## config.mk

```make
export PLATFORM = sky130hd
export DESIGN_NAME = prs_sequencer
export DESIGN_NICKNAME = d
export VERILOG_FILES = /design/src/prs_pkg.sv /design/src/prs_sequencer.sv
export VERILOG_INCLUDE_DIRS = /design/src
export SDC_FILE = /design/constraint.sdc
export NUM_CORES = 1
export LEC_CHECK = 0
export BUFFER_PORTS_ARGS = -buffer_cell sky130_fd_sc_hd__buf_2
export CORE_MARGIN = 4
export CORE_UTILIZATION = 55
export CTS_CLUSTER_SIZE = 12
export DETAILED_ROUTE_END_ITERATION = 12
export GPL_TIMING_DRIVEN = 0
export PLACE_DENSITY_LB_ADDON = 0.2
export SLEW_MARGIN = 5
export SYNTH_ARGS = -nofsm -noshare
export SYNTH_HDL_FRONTEND = slang
export SYNTH_SLANG_ARGS = --single-unit
```

## constraint.sdc

```tcl
create_clock -name core_clk_i -period 6.45 [get_ports core_clk_i]
set_input_delay 0.3225 -clock core_clk_i [delete_from_list [all_inputs] [get_ports core_clk_i]]
set_output_delay 0.3225 -clock core_clk_i [all_outputs]
set_load 0.02 [all_outputs]
```

## src/prs_cfg.svh

```systemverilog
`ifndef PRS_CFG_SVH
`define PRS_CFG_SVH

`define PRS_ADDR_RUN_PWR 32'h4004_8238
`define PRS_ADDR_PART_ID 32'h4004_83f4
`define PRS_ADDR_RST_SRC 32'h4004_8300
`define PRS_ADDR_BOD_CTRL 32'h4004_8304
`define PRS_ADDR_STATUS 32'h4004_8308
`define PRS_ADDR_SW_RST 32'h4004_830c
`define PRS_ADDR_CLK_GATE 32'h4004_8310
`define PRS_ADDR_MISC 32'h4004_8314

`define PRS_RUN_PWR_RST 12'hdf0
`define PRS_RUN_PWR_W 12
`define PRS_BIT_RC_OFF 1
`define PRS_BIT_USB_PHY 10
`define PRS_CLK_GATE_RST 32'h0000_001f
`define PRS_CLK_SRC_RC 2'h0
`define PRS_MISC_BOOT_BIT 2
`define PRS_BOD_RSTEN_BIT 4

`define PRS_SRC_POR 0
`define PRS_SRC_EXT 1
`define PRS_SRC_WDT 2
`define PRS_SRC_BOD 3
`define PRS_SRC_SW 4

`define PRS_CLK_MHZ 25
`define PRS_RC_START_US 6
`define PRS_FLASH_PWR_US 100
`define PRS_RC_START_CYC (`PRS_RC_START_US * `PRS_CLK_MHZ)
`define PRS_FLASH_PWR_CYC (`PRS_FLASH_PWR_US * `PRS_CLK_MHZ)
`define PRS_FLASH_INIT_CYC 250

`endif

```

## src/prs_pkg.sv

```systemverilog
`default_nettype none
package prs_pkg;

  typedef enum logic [4:0] {
    PRS_HOLD = 5'b00001,
    PRS_RC_START = 5'b00010,
    PRS_FLASH_PWR = 5'b00100,
    PRS_FLASH_INIT = 5'b01000,
    PRS_RUN = 5'b10000
  } prs_seq_t;

  typedef struct packed {
    prs_seq_t seq;
    logic [11:0] cnt;
    logic [11:0] pwr;
    logic rc_off;
    logic [31:0] clk_gate;
    logic [1:0] clk_src;
    logic boot_map;
    logic [1:0] bod_irq_lvl;
    logic [1:0] bod_rst_lvl;
    logic bod_rst_en;
    logic [4:0] rst_src;
    logic sw_req;
    logic sys_rst;
    logic bod_irq;
    logic [31:0] rdata;
    logic [7:0] pin_s1;
    logic [7:0] pin_s2;
  } prs_state_t;

endpackage : prs_pkg
`default_nettype wire

```

## src/prs_sequencer.sv

```systemverilog
`include "prs_cfg.svh"
`default_nettype none
module prs_sequencer #(
  // arbitrary neutral value
  parameter logic [31:0] PART_ID = 32'h0a5a_0001
) (
  input wire logic core_clk_i,
  input wire logic rst_i,
  input wire logic [31:0] reg_addr_i,
  input wire logic [31:0] reg_wdata_i,
  input wire logic reg_wr_i,
  input wire logic reg_rd_i,
  output logic [31:0] reg_rdata_o,
  input wire logic ext_reset_n_i,
  input wire logic wdt_reset_i,
  input wire logic por_i,
  input wire logic [3:0] bod_below_i,
  input wire logic rc_clk_gated_i,
  input wire logic core_low_power_i,
  output logic [10:0] power_off_o,
  output logic rc_gate_req_o,
  output logic usb_suspend_o,
  output logic flash_power_on_o,
  output logic flash_init_o,
  output logic sys_reset_o,
  output logic boot_rom_map_o,
  output logic [1:0] sys_clk_src_o,
  output logic [31:0] clk_gate_o,
  output logic bod_irq_o,
  output logic debug_allow_o
);
  import prs_pkg::*;

  localparam logic [11:0] RC_CYC = 12'(`PRS_RC_START_CYC);
  localparam logic [11:0] FLASH_CYC = 12'(`PRS_FLASH_PWR_CYC);
  localparam logic [11:0] INIT_CYC = 12'(`PRS_FLASH_INIT_CYC);

  prs_state_t cur_reg;
  prs_state_t cur_next;

  logic [3:0] cmp;
  logic ext_n;
  logic wdt;
  logic por;
  logic gated;
  logic bod_force;
  logic [4:0] src_now;
  logic any_src;
  logic [11:0] wr_pwr;

  // synchronised pin view: only second stage is read
  assign cmp = cur_reg.pin_s2[3:0];
  assign ext_n = cur_reg.pin_s2[4];
  assign wdt = cur_reg.pin_s2[5];
  assign por = cur_reg.pin_s2[6];
  assign gated = cur_reg.pin_s2[7];

  assign bod_force = cur_reg.bod_rst_en & cmp[cur_reg.bod_rst_lvl];

  always_comb begin
    src_now = 5'h00;
    src_now[`PRS_SRC_POR] = por;
    src_now[`PRS_SRC_EXT] = ~ext_n;
    src_now[`PRS_SRC_WDT] = wdt;
    src_now[`PRS_SRC_BOD] = bod_force;
    src_now[`PRS_SRC_SW] = cur_reg.sw_req;
  end

  assign any_src = |src_now;

  assign wr_pwr = reg_wdata_i[`PRS_RUN_PWR_W-1:0];

  always_comb begin
    cur_next = cur_reg;
    cur_next.pin_s1 = {rc_clk_gated_i, por_i, wdt_reset_i,
                       ext_reset_n_i, bod_below_i};
    cur_next.pin_s2 = cur_reg.pin_s1;
    cur_next.sw_req = 1'b0;
    cur_next.rdata = 32'h0000_0000;

    // sequencer: any source restarts from the hold state
    unique case (cur_reg.seq)
      PRS_HOLD: begin
        cur_next.cnt = 12'h000;
        if (!any_src) begin
          cur_next.seq = PRS_RC_START;
        end
      end
      PRS_RC_START: begin
        if (cur_reg.cnt == RC_CYC - 12'h001) begin
          cur_next.cnt = 12'h000;
          cur_next.seq = PRS_FLASH_PWR;
        end else begin
          cur_next.cnt = cur_reg.cnt + 12'h001;
        end
      end
      PRS_FLASH_PWR: begin
        if (cur_reg.cnt == FLASH_CYC - 12'h001) begin
          cur_next.cnt = 12'h000;
          cur_next.seq = PRS_FLASH_INIT;
        end else begin
          cur_next.cnt = cur_reg.cnt + 12'h001;
        end
      end
      PRS_FLASH_INIT: begin
        if (cur_reg.cnt == INIT_CYC - 12'h001) begin
          cur_next.cnt = 12'h000;
          cur_next.seq = PRS_RUN;
        end else begin
          cur_next.cnt = cur_reg.cnt + 12'h001;
        end
      end
      PRS_RUN: begin
        cur_next.cnt = 12'h000;
      end
      default: begin
        cur_next.seq = PRS_HOLD;
        cur_next.cnt = 12'h000;
      end
    endcase

    if (any_src) begin
      cur_next.seq = PRS_HOLD;
      cur_next.cnt = 12'h000;
    end

    cur_next.sys_rst = (cur_next.seq != PRS_RUN);

    cur_next.bod_irq = cmp[cur_reg.bod_irq_lvl];

    // register writes; accepted even while the core is held
    if (reg_wr_i) begin
      unique case (reg_addr_i)
        `PRS_ADDR_RUN_PWR: begin
          cur_next.pwr = wr_pwr;
        end
        `PRS_ADDR_RST_SRC: begin
          cur_next.rst_src = cur_reg.rst_src & ~reg_wdata_i[4:0];
        end
        `PRS_ADDR_BOD_CTRL: begin
          cur_next.bod_irq_lvl = reg_wdata_i[1:0];
          cur_next.bod_rst_lvl = reg_wdata_i[3:2];
          cur_next.bod_rst_en = reg_wdata_i[`PRS_BOD_RSTEN_BIT];
        end
        `PRS_ADDR_SW_RST: begin
          cur_next.sw_req = reg_wdata_i[0];
        end
        `PRS_ADDR_CLK_GATE: begin
          cur_next.clk_gate = reg_wdata_i;
        end
        `PRS_ADDR_MISC: begin
          cur_next.clk_src = reg_wdata_i[1:0];
          cur_next.boot_map = reg_wdata_i[`PRS_MISC_BOOT_BIT];
        end
        default: begin
        end
      endcase
    end

    // sticky source flags: a new event beats a clear
    cur_next.rst_src = cur_next.rst_src | src_now;

    // run-time registers other than BOD control and reset source back to defaults on any reset
    if (any_src) begin
      cur_next.pwr = `PRS_RUN_PWR_RST;
      cur_next.clk_gate = `PRS_CLK_GATE_RST;
      cur_next.clk_src = `PRS_CLK_SRC_RC;
      // boot rom mapped at address 0
      cur_next.boot_map = 1'b1;
    end

    // power-up at once, power-down only once gated
    cur_next.rc_off = cur_next.pwr[`PRS_BIT_RC_OFF] & gated;

    if (reg_rd_i) begin
      unique case (reg_addr_i)
        `PRS_ADDR_RUN_PWR: begin
          cur_next.rdata = {20'h00000, cur_reg.pwr};
        end
        `PRS_ADDR_PART_ID: begin
          cur_next.rdata = PART_ID;
        end
        `PRS_ADDR_RST_SRC: begin
          cur_next.rdata = {27'h0000000, cur_reg.rst_src};
        end
        `PRS_ADDR_BOD_CTRL: begin
          cur_next.rdata = {27'h0000000, cur_reg.bod_rst_en,
                            cur_reg.bod_rst_lvl, cur_reg.bod_irq_lvl};
        end
        `PRS_ADDR_STATUS: begin
          cur_next.rdata = {19'h00000, cur_reg.sys_rst, 3'h0,
                            cur_reg.seq, 3'h0, cur_reg.bod_irq};
        end
        `PRS_ADDR_CLK_GATE: begin
          cur_next.rdata = cur_reg.clk_gate;
        end
        `PRS_ADDR_MISC: begin
          cur_next.rdata = {29'h00000000, cur_reg.boot_map,
                            cur_reg.clk_src};
        end
        default: begin
          cur_next.rdata = 32'h0000_0000;
        end
      endcase
    end
  end

  always_ff @(posedge core_clk_i) begin
    if (rst_i) begin
      cur_reg.seq <= PRS_HOLD;
      cur_reg.cnt <= 12'h000;
      cur_reg.pwr <= `PRS_RUN_PWR_RST;
      cur_reg.rc_off <= 1'b0;
      cur_reg.clk_gate <= `PRS_CLK_GATE_RST;
      cur_reg.clk_src <= `PRS_CLK_SRC_RC;
      cur_reg.boot_map <= 1'b1;
      cur_reg.bod_irq_lvl <= 2'h0;
      cur_reg.bod_rst_lvl <= 2'h0;
      cur_reg.bod_rst_en <= 1'b0;
      cur_reg.rst_src <= 5'h01;
      cur_reg.sw_req <= 1'b0;
      cur_reg.sys_rst <= 1'b1;
      cur_reg.bod_irq <= 1'b0;
      cur_reg.rdata <= 32'h0000_0000;
      // pin released, no source, until the pins are seen
      cur_reg.pin_s1 <= 8'h10;
      cur_reg.pin_s2 <= 8'h10;
    end else begin
      cur_reg <= cur_next;
    end
  end

  assign reg_rdata_o = cur_reg.rdata;

  always_comb begin
    power_off_o = cur_reg.pwr[10:0];
    power_off_o[`PRS_BIT_RC_OFF] = cur_reg.rc_off;
    // reserved position drives no block
    power_off_o[9] = 1'b0;
  end

  assign rc_gate_req_o = cur_reg.pwr[`PRS_BIT_RC_OFF];
  assign usb_suspend_o = cur_reg.pwr[`PRS_BIT_USB_PHY];
  assign flash_power_on_o = (cur_reg.seq != PRS_HOLD) &&
                            (cur_reg.seq != PRS_RC_START);
  assign flash_init_o = (cur_reg.seq == PRS_FLASH_INIT);
  assign sys_reset_o = cur_reg.sys_rst;
  assign boot_rom_map_o = cur_reg.boot_map;
  assign sys_clk_src_o = cur_reg.clk_src;
  assign clk_gate_o = cur_reg.clk_gate;
  assign bod_irq_o = cur_reg.bod_irq;
  assign debug_allow_o = ~core_low_power_i;

endmodule // prs_sequencer
`default_nettype wire

```

* After elaboration in Yosys (flattened, before gate mapping)
Cells that the tools add are included.
** Storage, ports and cells
- Flip-flop bits (word level) :: 126
- Latch bits :: 0
- RAM bits :: 0
- ROM bits :: 0
- Input bits :: 77
- Word-level logic and storage cells :: 79
- Memories kept :: 0
** Cells by class
- Add/subtract/negate cells :: 1
- $mul :: 0
- Divide/modulo/power cells :: 0
- Order comparisons :: 2
- Equal/unequal tests :: 19
- Shifts and indexed selects :: 0
- Mux-type cells :: 20
- Bitwise operators :: 10
- Reduce and logical (&&, ||, !) cells :: 9
** Operators with widths (count)
- $eq 32x31->1 const B :: 8
- $pmux 32 s7 :: 1
- $mux 12 :: 3
- $pmux 12 s3 :: 1
- $pmux 5 s5 :: 1
- $eq 12x8->1 const B :: 2
- $mux 5 :: 4
- $mux 17 :: 1
- $add 12x1->12 const B :: 1
- $eq 12x12->1 const B :: 1
- $reduce_and 2->1 :: 4
- $lt 2x3->1 const B :: 2
- $mux 2 :: 3
- $mux 6 :: 1
- $reduce_or 6->1 :: 1
- $and 5x5->5 :: 1
- $eq 5x1->1 const B :: 1
- $eq 5x2->1 const B :: 1
- $eq 5x3->1 const B :: 1
- $eq 5x4->1 const B :: 1
- $eq 5x5->1 const B :: 1
- $ne 5x1->1 const B :: 1
- $ne 5x2->1 const B :: 1
- $ne 5x5->1 const B :: 1
- 10 further kinds :: 18

* Logic depth before layout (Yosys ltp)
- Word-level depth :: 6
- Mapped depth :: 8
- Gate-level depth less buffers :: 7

* Worst setup path before layout
OpenSTA, ideal clock, no wires.
- Path kind :: register to register
- From :: reg cur_reg[118] (netlist bit)
- To :: reg cur_reg[111] (netlist bit)
- Arrival :: 1.934 ns
- Required time :: 6.335 ns
- Path slack :: 4.401 ns
- Cell stages (with the launch flop) :: 7
- Path buffers :: 1
- Cells stage by stage :: dfxtp_1 or4_1 or4_4 a32o_1 o21ai_2 buf_6 nor2_1
** Between the ends
- Longest elaborated chain between the ends :: 3
** Ends and longest elaborated chain
- from (decl) :: RTL line prs_sequencer.sv:38 : prs_state_t cur_reg;
- from (signal assigned) :: RTL line prs_sequencer.sv:229 : cur_reg <= cur_next;
- $eq 12x8->1, or another cell as far along :: RTL line prs_sequencer.sv:106 : if (cur_reg.cnt == INIT_CYC - 12'h001) begin
- $mux 12, on equally long branches :: RTL line prs_sequencer.sv:106, prs_sequencer.sv:90, prs_sequencer.sv:98
- $pmux 12 s3 * :: RTL line prs_sequencer.sv:82 : unique case (cur_reg.seq)
Every way passes the cells marked *; elsewhere a longest branch is shown, timed or not.
A chain may end at the register's enable or synchronous reset.

* Worst setup path after layout
- From :: reg cur_reg[57] (netlist bit)
- To :: reg cur_reg, in the netlist power_off_o[8]
** Between the ends
- Longest elaborated chain between the ends :: 4
** Ends and longest elaborated chain
- $bmux 1 s2 :: RTL line prs_sequencer.sv:58 : assign bod_force = cur_reg.bod_rst_en & cmp[cur_reg.bod_rst_lvl];
- $mux 1 (implied by the code) :: RTL line prs_sequencer.sv:58
- $and 1x1->1 :: RTL line prs_sequencer.sv:58
- $reduce_or 6->1 (no source line)
Every way passes these cells. The select of a mux whose other input is x is not followed.

==> results.md <==
- Status: finished, final reports clean
- Sequential share of the synthesized area: 45.7%
- Predominant post-synthesis flop cell: dfxtp_1
- Number of I/O port buffers: 158
- Grt ovf: 0
- First-pass GRT wire length: 21600 um
- Worst-path maximum fanout: 10
- Core ar.: roughly 9800 sq um
- Crit path capture: power_off_o[8]
- Fin crit period: 2.27 ns
- Mean Syn Cell Area: 9.60 sq um
- YS warnings: 0
- Critical path depth: 6
- Most frequent cells in the layout: 162 x buf_2, 126 x dfxtp_1, 79 x buf_4, 64 x nor2_1, 51 x mux2i_1
- Register bit total from synthesis: roughly 130
- Worst path max stage delay: ~0.52 ns
- Post-Route WL: 13700 um
- Total Die Area: about 12000 sq um
- Unrepaired setup endpoints after global routing: no
- Endpoints failing setup: 0
- Largest net degree at the start of global routing: 17
- FF-to-FF Start: cur_reg[57]
- Layout cells sized above 1: 38.1%
- CTS root buf: clkbuf_8
- Reg2reg path depth: 6
- Post-synth net total: roughly 650
- Tot GR Track Use: 23.6%
- Antenna Violating Nets Remaining: 0
- WP data required: 6.82 ns
- EDFF count, synth: 0
- CP cell instances: mux4_2, nand2_1, and4_1, buf_2, buf_1, nand2_1
- CP Buf/Inv Count: 2
- Worst Hold Class: in2reg
- Worst Skew: 0.00726 ns
- Lkg Pwr: 3.13 nW
- CTS sink cnt: 126
- Initial DRC Count: 286
- Crit share post-route: about a third
- CTS tree: yes
- Placer Congestion: about 0.86
- WL per Instance: 15.2 um
- Max-slew headroom: approximately 25%
- Power density cells: about 270 nW/um^2
- Fmax: 441 MHz
- Die X: 108 um
- P&R area growth vs syn: 29.5%
- # rows: 36
- Most common cell after layout, fill and taps aside: buf_2
- Vias per cell: 5.16
- Setup_tns: 0 ns
- Pins Over Slew Limit: 0
- Critical Path Most Common Cell: nand2_1
- Post-DP Area: 6470 sq um
- Worst VDD drop: 0.160 mV
- Crit Path Class: reg2reg
- Die Ht: 108 um
- DRT Pass-1 Iters: 5
- Top sig layer: met4
- TritonCTS Buffers: 17
- Initial Utilization: 56.5%
- Via count: about 4600
- Total of max-cap violations: 0
- Met3 WL: 916 um
- Ports: 162
- Diodes inserted: 0
- CTS clock-pin slew for the worst setup and hold paths: 0.06 ns
- Unique masters post-synth: between 50 and 60
- Htree depth: 4
- Maximum clock insertion buffer count: 2
- Post-route DRC violation count: 0
- Nets: between 800 and 900
- Metal2 WL: 6890 um
- Final hold violation count: 0
- Crit path launch: cur_reg[57]
- Cell count after synthesis: 575
- Post-synth ARST share: 0%
- Arr. time, crit path: 2.64 ns
- Slowest CP cell: mux4_2
- Reg-to-Reg End: power_off_o[8]
- Initial antenna violation count: 0
- Actual slew at the worst max-slew pin: roughly 1.1 ns
- Final Cell Area: 7140 sq um
- R2R Setup Slk: about 4.2 ns
- Max reg flops: 34
- DRT met1 WL: 5670 um
- Vias in the first global route: 4531
- DP HPWL: between 10000 and 15000 um
- Crit end category: flop
- Post-Syn Area: about 5500 sq um
- Top Family by Delay on Critical Path: buffers and inverters
- Critical path launch point type: flop
- Worst skew pair latency: 0.52 ns
-- layout make-up --
class	instances	area, sq um
plain buffers	97	696
clock buffers	18	418
clock inverters	14	231
fillers	729	2630
inverters	10	37.5
multi-input cells	342	2260
flip-flops and latches	126	2520
well taps	133	166
repair buffers	160	811
-- power breakdown --
group	internal (W)	switching [W]	leakage (nW)	total (W)
Clock	0.000676	0.000367	0.316	0.00104
Sequential	0.000786	0.00000240	1.02	0.000789
Combinational	0.0000380	0.0000552	1.80	0.0000931
Total	0.00150	0.000425	3.13	0.00193
-- logic make-up (layout without fill, tap and decap cells) --
group                      after synthesis  in the layout  share of synthesized area [%]
AOI/OAI and AO/OA                       58             58                           6.80
xor gates and xnor gates                11             11                           1.75
adders and majority gates                2              2                          0.453
buffers and inverters                  107            299                           13.3
DFF                                    126            126                           45.7
muxes                                   53             53                           10.1
other                                    1              1                         0.0680
and+or+nand+nor                        217            217                           21.9
-- metal layers --
| layer | track usage, % | up-vias |
|---|---|---|
| met5 | 0 | - |
| met4 | 7.94 | 0 |
| met3 | 6.57 | 22 |
| met2 | 40.7 | 175 |
| met1 | 28.5 | 2182 |
| li1 | - | 2261 |
-- Yosys cell counts (2+ instances only) --
library cell	count	area share, %
xor2_1	8	1.3
nor2_1	64	4.4
and3_1	10	1.1
nor4b_4	3	1.3
or2_2	2	0.23
and2_1	16	1.8
nand2_1	41	2.8
nor2b_1	17	1.9
buf_2	4	0.36
mux4_2	2	0.82
o21ai_0	9	0.82
a311oi_1	2	0.32
nand2b_1	3	0.34
o22ai_1	5	0.57
nor3b_1	2	0.27
clkbuf_1	9	0.61
dfxtp_1	126	46
inv_1	10	0.68
o21a_1	2	0.27
nand4_1	6	0.68
nor4bb_1	2	0.36
mux2i_1	51	9.3
or3_1	2	0.23
ha_1	2	0.45
buf_4	79	11
a21oi_1	18	1.6
nor4_1	8	0.91
buf_6	4	0.82
xnor2_1	3	0.48
or4_1	2	0.27
nand4_2	2	0.45
a22oi_1	9	1.2
nand3_1	12	1.1
a31oi_1	5	0.57
and4_1	3	0.48
nor3_1	10	0.91
-- stage by stage --
| step | worst slack, ns | hold WS [ns] | util, % | power (W) | cells |
|---|---|---|---|---|---|
| 6_report | 4.18 | 0.0140 | 73.1 | 0.00193 | 900 |
| 5_1_grt | 4.08 | 0.00401 | 73.1 | 0.00198 | 900 |
| 4_1_cts | 4.17 | 0.00162 | 73.1 | 0.00193 | 900 |
| 3_5_place_dp | 3.84 | 0.412 | 66.2 | 0.000897 | 866 |
| 3_3_place_gp | 3.88 | 0.396 | 66.2 | 0.000894 | 866 |
| 2_1_floorplan | 4.40 | 0.389 | - | 0.000851 | 575 |
-- worst min path at each step --
stage	depth (start not counted)	slack, ns	startpoint	end
after floorplan	1	0.39	cur_next[4]	cur_reg[4]
after global placement	1	0.40	cur_next[4]	cur_reg[4]
after detailed placement	2	0.41	cur_reg[7]	power_off_o[1]
after CTS	2	0.002	bod_below_i[0]	cur_next[0]
after global routing	2	0.004	bod_below_i[0]	cur_next[0]
final	2	0.01	wdt_reset_i	cur_next[5]
-- timing repair --
item	CTS	global route
gates resized for setup	0	0
setup buffers	0	0
hold endpoints to repair	2	0
hold buffers	2	0
No activity file was read; power rests on OpenSTA's default activity.
